==> src/include/pia_defines.svh <==
// Constants of the interrupt source aggregator: bit positions, edge sets, reset values, timing
`ifndef PIA_DEFINES_SVH
`define PIA_DEFINES_SVH
// ---------------------------------------------
// Bit positions, event group one
// ---------------------------------------------
`define PIA_B_VSYS 6
`define PIA_B_HOT 5
`define PIA_B_PDN 4
`define PIA_B_RWAKE 3
`define PIA_B_HOLD 2
`define PIA_B_PWR 1
// ---------------------------------------------
// Bit positions, event groups two and three
// ---------------------------------------------
`define PIA_B_SHORT 6
`define PIA_B_RSTIN 4
`define PIA_B_WDOG 2
`define PIA_B_TICK 1
`define PIA_B_ALARM 0
`define PIA_B_VBUS 7
`define PIA_B_ADCSW 2
`define PIA_B_CMP1 1
`define PIA_B_CMP0 0
// ---------------------------------------------
// Per-group sets: implemented, rising, falling, wake-capable
// ---------------------------------------------
`define PIA_USED_G1 8'h7E
`define PIA_USED_G2 8'h57
`define PIA_USED_G3 8'h87
`define PIA_RISE_G1 8'h74
`define PIA_FALL_G1 8'h7A
`define PIA_RISE_G2 8'h57
`define PIA_RISE_G3 8'h87
`define PIA_FALL_G3 8'h80
`define PIA_WAKE_G2 8'h43
`define PIA_WAKE_G3 8'h87
`define PIA_ALWAYS_G1 8'h0A
`define PIA_ONLY_ON_G1 8'h2A
// ---------------------------------------------
// Reset values and timing
// ---------------------------------------------
`define PIA_STATUS_RST 8'h00
`define PIA_CLK_HZ 20000000
`define PIA_HOLD_STEP_MS 1000
`endif

==> src/include/pia_pkg.sv <==
// Types shared by the interrupt source aggregator
package pia_pkg;
    // Power state of the device as seen by the aggregator
    typedef enum logic [1:0] {PS_OFF, PS_ACTIVE, PS_SLEEP} pia_pstate_t;
    // Four event groups of eight bits
    typedef logic [3:0][7:0] pia_grp_t;
    // Configuration bits steering the block
    typedef struct packed {
        logic int_active_high;
        logic clear_on_write;
        logic pending_en;
        logic rtc_tick_en;
        logic [1:0] hold_delay_setting;
        logic [1:0] cmp_below;
        pia_grp_t mask;
        logic [7:0] gpio_rise_en;
        logic [7:0] gpio_fall_en;
    } pia_cfg_t;
    // One status register access
    typedef struct packed {
        logic rd;
        logic wr;
        logic [1:0] sel;
        logic [7:0] wdata;
    } pia_req_t;
endpackage : pia_pkg

==> src/rtl/pia_aggregator.sv <==
// Interrupt source aggregator: edge detection, four status groups, one interrupt line and a wake request
`timescale 1ns/1ns
`include "pia_defines.svh"

// What this block does
// - Supply watch both edges, group one bit 6
// - Overheat both edges, bit 5, not when off
// - Power-down pin both edges, bit 4
// - Remote wake falling, bit 3, wakes even when masked, not when off
// - Button held past delay sets bit 2
// - Button falling, bit 1, wakes even when masked, not when off
// - Short rising, group two bit 6
// - Reset pin rising, group two bit 4
// - Watchdog expiry rising, group two bit 2
// - Clock tick rising, bit 1, enable off
// - Calendar alarm rising, group two bit 0
// - Bus-voltage comparator both edges, group three bit 7
// - ADC software result, group three bit 2
// - ADC comparisons, bits 1 and 0, direction selectable
// - GPIO pins onto group four, selectable edges
// - All status ORed onto one polar line
// - Masked source detects nothing, old bit stays
// - Clear on read whole register, or per-bit write
// - One pending repeat per source, or discard
module pia_aggregator
    import pia_pkg::*;
#(
    parameter int unsigned HOLD_STEP_CYC = `PIA_HOLD_STEP_MS * (`PIA_CLK_HZ / 1000)
)
(
    // Clock and reset
    input wire logic ref_clk,
    input wire logic rst_n,
    // Device state and configuration
    input wire pia_pstate_t power_state,
    input wire pia_cfg_t cfg,
    // Internal and pin event sources
    input wire logic supply_voltage_watch,
    input wire logic die_overheat,
    input wire logic power_down_pin,
    input wire logic remote_wake_pin,
    input wire logic power_button,
    input wire logic short_any,
    input wire logic reset_in_pin,
    input wire logic watchdog_expiry,
    input wire logic rtc_tick,
    input wire logic rtc_alarm,
    input wire logic vbus_wake,
    input wire logic adc_sw_done,
    input wire logic [1:0] adc_cmp_above,
    input wire logic [7:0] gpio_pins,
    // Status register access
    input wire pia_req_t req,
    output logic [7:0] reg_rdata,
    output logic reg_rvalid,
    // Host line and sequencer request
    output logic int_line,
    output logic wake_request
);
    // ---------------------------------------------
    // Elaboration check
    // ---------------------------------------------
    // The hold limit is (setting + 1) steps in a 32-bit count, so a step must fit four times
    if (HOLD_STEP_CYC < 1 || HOLD_STEP_CYC > 32'h3FFFFFFF)
    begin : g_chk
        $error("HOLD_STEP_CYC must be at least one cycle and at most a quarter of the counter range");
    end

    // ---------------------------------------------
    // Storage
    // ---------------------------------------------
    pia_grp_t status_r; // Sticky event bits
    pia_grp_t pend_r; // One stored repeat per source
    pia_grp_t prev_r; // Previous level of every source
    logic armed_r; // Blocks false edges in the first cycle after reset
    logic [31:0] hold_cnt_r; // Cycles the button has been low
    logic last_valid_r; // A register access has happened
    logic [1:0] last_sel_r; // Register touched by the last access
    logic int_line_r;
    logic wake_r;
    logic [7:0] rdata_r;
    logic rvalid_r;

    // ---------------------------------------------
    // Source levels
    // ---------------------------------------------
    pia_grp_t lvl; // Current level of every source
    logic hold_hit; // Button held beyond the delay
    logic [31:0] hold_limit;
    logic is_on;
    assign is_on = (power_state != PS_OFF);
    assign hold_limit = 32'((32'(cfg.hold_delay_setting) + 32'd1) * HOLD_STEP_CYC);
    assign hold_hit = (hold_cnt_r >= hold_limit);

    // Assemble levels; unused bits stay low
    always_comb
    begin
        lvl = '0;
        lvl[0][`PIA_B_VSYS] = supply_voltage_watch;
        lvl[0][`PIA_B_HOT] = die_overheat;
        lvl[0][`PIA_B_PDN] = power_down_pin;
        lvl[0][`PIA_B_RWAKE] = remote_wake_pin;
        lvl[0][`PIA_B_HOLD] = hold_hit;
        lvl[0][`PIA_B_PWR] = power_button;
        lvl[1][`PIA_B_SHORT] = short_any;
        lvl[1][`PIA_B_RSTIN] = reset_in_pin;
        lvl[1][`PIA_B_WDOG] = watchdog_expiry;
        lvl[1][`PIA_B_TICK] = rtc_tick & cfg.rtc_tick_en;
        lvl[1][`PIA_B_ALARM] = rtc_alarm;
        lvl[2][`PIA_B_VBUS] = vbus_wake;
        lvl[2][`PIA_B_ADCSW] = adc_sw_done;
        lvl[2][`PIA_B_CMP1] = adc_cmp_above[1] ^ cfg.cmp_below[1];
        lvl[2][`PIA_B_CMP0] = adc_cmp_above[0] ^ cfg.cmp_below[0];
        lvl[3] = gpio_pins;
    end

    // ---------------------------------------------
    // Edge selection and qualification
    // ---------------------------------------------
    pia_grp_t rise_en;
    pia_grp_t fall_en;
    pia_grp_t used;
    pia_grp_t wake_cap;
    pia_grp_t state_en; // Sources silenced while off
    pia_grp_t edge_raw; // Raw edges before masking
    pia_grp_t evt; // Qualified events
    assign rise_en = {cfg.gpio_rise_en, `PIA_RISE_G3, `PIA_RISE_G2, `PIA_RISE_G1};
    assign fall_en = {cfg.gpio_fall_en, `PIA_FALL_G3, 8'h00, `PIA_FALL_G1};
    assign used = {8'hFF, `PIA_USED_G3, `PIA_USED_G2, `PIA_USED_G1};
    assign wake_cap = {8'hFF, `PIA_WAKE_G3, `PIA_WAKE_G2, 8'h00};
    assign state_en = {24'hFFFFFF, is_on ? 8'hFF : ~`PIA_ONLY_ON_G1};
    assign edge_raw = ((rise_en & lvl & ~prev_r) | (fall_en & ~lvl & prev_r)) & state_en & {32{armed_r}};
    // Masking disables detection; the event is simply lost
    assign evt = edge_raw & ~cfg.mask & used;

    // ---------------------------------------------
    // Clear accesses
    // ---------------------------------------------
    logic clr_access;
    logic clr_eff;
    assign clr_access = cfg.clear_on_write ? req.wr : req.rd;
    // Back-to-back access to one register clears only once
    assign clr_eff = clr_access && !(last_valid_r && last_sel_r == req.sel);

    // Bits cleared by this access in a given group
    function automatic logic [7:0] pia_clr_bits(input logic [1:0] g, input logic eff, input pia_req_t r,
                                                input logic cow);
        pia_clr_bits = 8'h00;
        if (eff && r.sel == g)
        begin
            pia_clr_bits = cow ? r.wdata : 8'hFF;
        end
    endfunction : pia_clr_bits

    // ---------------------------------------------
    // Status and pending update, one slice per group
    // ---------------------------------------------
    pia_grp_t clr;
    pia_grp_t status_nxt;
    pia_grp_t pend_nxt;
    for (genvar g = 0; g < 4; g++)
    begin : g_grp
        assign clr[g] = pia_clr_bits(2'(g), clr_eff, req, cfg.clear_on_write);
        // A cleared bit with a stored repeat stays set; a new event wins over the clear
        assign status_nxt[g] = ((status_r[g] & ~clr[g]) | (pend_r[g] & clr[g]) | evt[g]) & used[g];
        // A repeat on an already set bit is kept only when storage is enabled
        assign pend_nxt[g] = ((pend_r[g] & ~clr[g]) | (evt[g] & status_r[g] & ~clr[g] & {8{cfg.pending_en}}))
                             & used[g];
    end

    // ---------------------------------------------
    // Line and wake combination
    // ---------------------------------------------
    logic line_act;
    logic wake_nxt;
    assign line_act = |status_r;
    // Remote wake and button wake whatever their mask says
    assign wake_nxt = (|(status_r & ~cfg.mask & wake_cap)) | (|(status_r[0] & `PIA_ALWAYS_G1))
                      | (|(edge_raw[0] & `PIA_ALWAYS_G1));

    // ---------------------------------------------
    // Sequential logic
    // ---------------------------------------------
    // Status, pending and edge history
    always_ff @(posedge ref_clk or negedge rst_n)
    begin
        if (!rst_n)
        begin
            status_r <= {4{`PIA_STATUS_RST}};
            pend_r <= '0;
            prev_r <= '0;
            armed_r <= 1'b0;
        end
        else
        begin
            status_r <= status_nxt;
            pend_r <= pend_nxt;
            prev_r <= lvl;
            armed_r <= 1'b1;
        end
    end

    // Button hold counter stops once it reaches the hold limit
    always_ff @(posedge ref_clk or negedge rst_n)
    begin
        if (!rst_n)
        begin
            hold_cnt_r <= '0;
        end
        else if (power_button)
        begin
            hold_cnt_r <= '0; // Released
        end
        else if (!hold_hit)
        begin
            hold_cnt_r <= hold_cnt_r + 32'd1;
        end
    end

    // Access tracking and read answer
    always_ff @(posedge ref_clk or negedge rst_n)
    begin
        if (!rst_n)
        begin
            last_valid_r <= 1'b0;
            last_sel_r <= '0;
            rdata_r <= '0;
            rvalid_r <= 1'b0;
        end
        else
        begin
            rvalid_r <= req.rd;
            if (req.rd)
            begin
                rdata_r <= status_r[req.sel]; // Value before the clear
            end
            if (req.rd || req.wr)
            begin
                last_valid_r <= 1'b1;
                last_sel_r <= req.sel;
            end
        end
    end

    // Output line and wake request; line idles inactive for low polarity
    always_ff @(posedge ref_clk or negedge rst_n)
    begin
        if (!rst_n)
        begin
            int_line_r <= 1'b1;
            wake_r <= 1'b0;
        end
        else
        begin
            int_line_r <= cfg.int_active_high ? line_act : ~line_act;
            wake_r <= wake_nxt;
        end
    end

    assign int_line = int_line_r;
    assign wake_request = wake_r;
    assign reg_rdata = rdata_r;
    assign reg_rvalid = rvalid_r;
endmodule : pia_aggregator

==> config.mk <==
export PLATFORM = sky130hd
export DESIGN_NAME = pia_aggregator
export DESIGN_NICKNAME = d
export VERILOG_FILES = /design/src/include/pia_pkg.sv /design/src/rtl/pia_aggregator.sv
export VERILOG_INCLUDE_DIRS = /design/src /design/src/include
export SDC_FILE = /design/constraint.sdc
export NUM_CORES = 1
export LEC_CHECK = 0
export BUFFER_PORTS_ARGS = -buffer_cell sky130_fd_sc_hd__buf_2
export CAP_MARGIN = 20
export CORE_UTILIZATION = 57
export CTS_CLUSTER_DIAMETER = 150
export CTS_CLUSTER_SIZE = 25
export DETAILED_ROUTE_END_ITERATION = 8
export MAX_ROUTING_LAYER = met4
export PLACE_DENSITY = 0.8
export REMOVE_ABC_BUFFERS = 1
export SYNTH_ARGS = -nofsm -noshare
export SYNTH_HDL_FRONTEND = slang
export SYNTH_SLANG_ARGS = --single-unit
==> constraint.sdc <==
create_clock -name ref_clk -period 2.8 [get_ports ref_clk]
set_input_delay 0.56 -clock ref_clk [delete_from_list [all_inputs] [get_ports ref_clk]]
set_output_delay 0.56 -clock ref_clk [all_outputs]
set_load 0.02 [all_outputs]
==> summary.md <==
| Metric | Value |
|---|---|
| Post-route ant nets | 0 |
| DRC viols | 0 |
| Overall Power | 5.407 mW |
| Vias | between 6,000 and 7,000 |
| Worst Skew | 10.75 ps |
| Hold Vio Cnt, Final | 0 |
| Clk sink count | between 100 and 150 |
| Syn Area/Cell | 9.609 um^2 |
| First-pass GRT wire length | 30,710 um |
| Critical Setup Path Class | input port to flip-flop |
| Vias per std cell | around 6.3 |
| P_sw | about 1.5 mW |
| Leakage power | a little over 4 nW |
| Outcome | finished with violations |
| Synth warn | 0 |
| Comb pwr share | 0.164 |
| Die Span Y | between 100 and 150 um |
| CTS Buffer Depth | 2 |
| Tightest Pin Transition | between 600 and 700 ps |
| Min-delay worst type | input port to asynchronous set/reset pin |
| Layout Cell Area excl Fill | 8813 um^2 |
| Max-cap violations | 0 |
| Post-Synthesis Cell Area | between 6000 and 7000 um^2 |
| Critical Path Sink Type | flip-flop |
| Worst vdd ir | a little under 0.001 V |
| GR Util All Layers | 0.3231 |
| Area of the die | between 10,000 and 15,000 um^2 |
| Nets | about 950 |
| CP Max Fanout | 8 |
| Main synth FF type | dfrtp_1 |
| Crit start category | input port |
| Vias in the first global route | between 6,000 and 7,000 |
| Wire per inst | 19.35 um |
| Most common cell on crit path | buf_8 |
| Top-area cell type share of the netlist area | 0.4285 |
| Proportion of power drawn by the clock network | 0.439 |
| CTS HTree Levels | 4 |
| #FFs+latches synth | around 120 |
| IO Count | 105 |
| Leading area contributor after synthesis | dfrtp_1 |
| Site Rows | 39 |
| Internal power | between 3 and 4 mW |
| Most frequent cells in the layout | dfrtp_1, buf_2, nor2_1, nand2_1, buf_4 |
| Fin. max-slew vios | 0 |
| Clock tree from TritonCTS | done |
| Cell family with most CP delay | compound AO/OA/AOI/OAI gates |
| Final WS setup | -9.303 ps |
| DRT Pass-1 Iters | 6 |
| Slowest-stage cell, CP | mux2_2 |
| Synth cell types | 61 |
| HPWL after DPL | between 10,000 and 15,000 um |
| DRT iter0 DRCs | 536 |
| Tmin final | 2809 ps |
| Placed Cells incl. Taps | between 900 and 1,000 |
| Grt total ovfl | 0 |
| Cells after Synth | 699 |
| Gpl congestion | 0.8731 |
| Critical path required time | roughly 3100 ps |
| Failing checks | negative setup slack |
| Cell breakdown of the critical path | buf_8 > buf_6 > ha_4 > a22oi_2 > xnor2_1 > ha_2 > a211o_1 > a211oi_4 > o21ai_4 > buf_8 > nor4_1 > mux2_2 |
| PD cells | 613.5 nW/um^2 |
| Max frequency | approximately 360 MHz |
| Total wire length | about 19,000 um |
| Initial antenna violation count | 0 |
| Initial core utilization | 0.5857 |
| Largest net degree at the start of global routing | 50 |
| Post-route clock period utilization | 1.003 |
| Clock latency on the worst-skew pair | between 400 and 500 ps |
| Clk pin slew, worst setup/hold paths | around 50 ps |
| Rel. slew slack | 0.5801 |
| Placed Area | between 7000 and 8000 um^2 |
| Most common cell after layout, fill and taps aside | dfrtp_1 |
| Std-Cell Core Area | roughly 11,000 um^2 |
| Worst Path Buf+Inv | 3 |
| Final setup violation count | 1 |
| Ys async rst share | 1.000 |
| Ant diodes | 0 |
| Crit path arrival time | 3110 ps |
| Largest cells by area after synthesis | dfrtp_1, ha_1, nor2_1, mux2_2, nor4_1 |
| Crit-path max cell delay | slightly below 400 ps |
| Inserted Clock Buffers | 17 |
| Post-synth EDFFs | 0 |
| Sequential fraction of the synthesis area | 0.4324 |
| Die span in x | roughly 110 um |
| Sw frac | 0.2717 |
| Layout cells sized above 1 | 0.3219 |
| Layout area overhead | 31.22% |
| RSZ-0062 raised after global routing | true |
| Finished Layout Cells | ~1,000 |
| PortBufs | 95 |
| Post-Place Setup Slack | -554.8 ps |
| CTS root buf | clkbuf_16 |
| Sequential Power Share | 0.397 |
cell type report:
type                       count  area, um^2
tap                          143       178.9
inverter                      33       128.9
multi-input combinational    514        3946
clock inverter                10       178.9
timing repair buffer         148        1016
fill                         715        2654
sequential                   116        2904
clock buffer                  21       460.4
per-stage QoR:
step,TNS [ps],util,hold slack [ps]
after global routing,-429.9,0.7686,191.9
after CTS,-333.2,0.7342,172.8
after floorplan,-38010,-,264.4
after global placement,-11840,0.6597,465.5
final,-9.303,0.7686,154.4
after detailed placement,-15360,0.6597,477.8
worst register-to-register path, cell delays in order (launching register included):
cell	delay [ps]
dfrtp_1	430
ha_1	340
a211o_1	330
a211oi_4	310
o21ai_4	160
buf_8	190
nor4_1	350
mux2_2	390
cell usage after synthesis, drive strengths merged, types with 13 or more instances:
library cell / count
clkbuf: 25
nand3: 20
nand2: 47
dfrtp: 115
a31oi: 22
nor4: 35
mux2i: 18
a21oi: 21
nor2: 76
nand2b: 18
mux2: 29
o21ai: 18
inv: 33
nor2b: 28
ha: 29
and3: 13
o2111ai: 13
power by group through the flow:
stage | registers (mW) | clock network, mW | logic, mW
after CTS | 2.14 | 2.38 | 0.842
final | 2.15 | 2.37 | 0.885
after global placement | 2.14 | 0 | 0.773
after detailed placement | 2.16 | 0 | 0.823
after global routing | 2.17 | 2.46 | 0.970
after floorplan | 2.12 | 0 | 0.470
path summary, 6_finish.rpt:
path / startpoint / end / slack [ps] / cells past startpoint
worst max-delay path: cfg[50] / hold_cnt_r[11] / -9 / 12
worst min-delay path: rst_n / hold_cnt_r[29] / 150 / 1
worst max register to register: hold_cnt_r[25] / hold_cnt_r[11] / 200 / 7
worst min register to register: pend_r[18] / pend_r[18] / 500 / 1
max in group asynchronous: rst_n / int_line / 1830 / 2
min in group ref_clk: rtc_alarm / prev_r[8] / 250 / 1
flip-flops by register name (all words and copies together), names as in the netlist, 2 cells and up:
register	cells
hold_cnt_r	32
last_sel_r	2
pend_r	23
prev_r	23
reg_rdata	8
status_r	23
logic make-up after synthesis:
| group | share of synthesized area |
|---|---|
| AO/OA/AOI/OAI | 0.1379 |
| XOR/XNOR | 0.01565 |
| adder cells (fa/ha/maj) | 0.05402 |
| buffers and inverters | 0.04247 |
| flip-flops | 0.4324 |
| multiplexers | 0.08271 |
| other | 0.0005583 |
| AND/OR/NAND/NOR | 0.2344 |
routing by layer:
layer  vias up  track usage  wire (um)
met2       305       0.4981       9271
li1       2803            -          -
met1      3072       0.4284       8031
met3        51      0.06531       1283
met4         0       0.1093        474
met5         -            -          0
timing repair:
action / CTS / global route
resized for setup: 24 / 65
buffers inserted: 5 / 4
gates cloned: 2 / 0
pin swaps: 7 / 25
setup endpoints to repair: 28 / 30
hold buffers: 0 / 0
No activity file was read; power rests on OpenSTA's default activity.
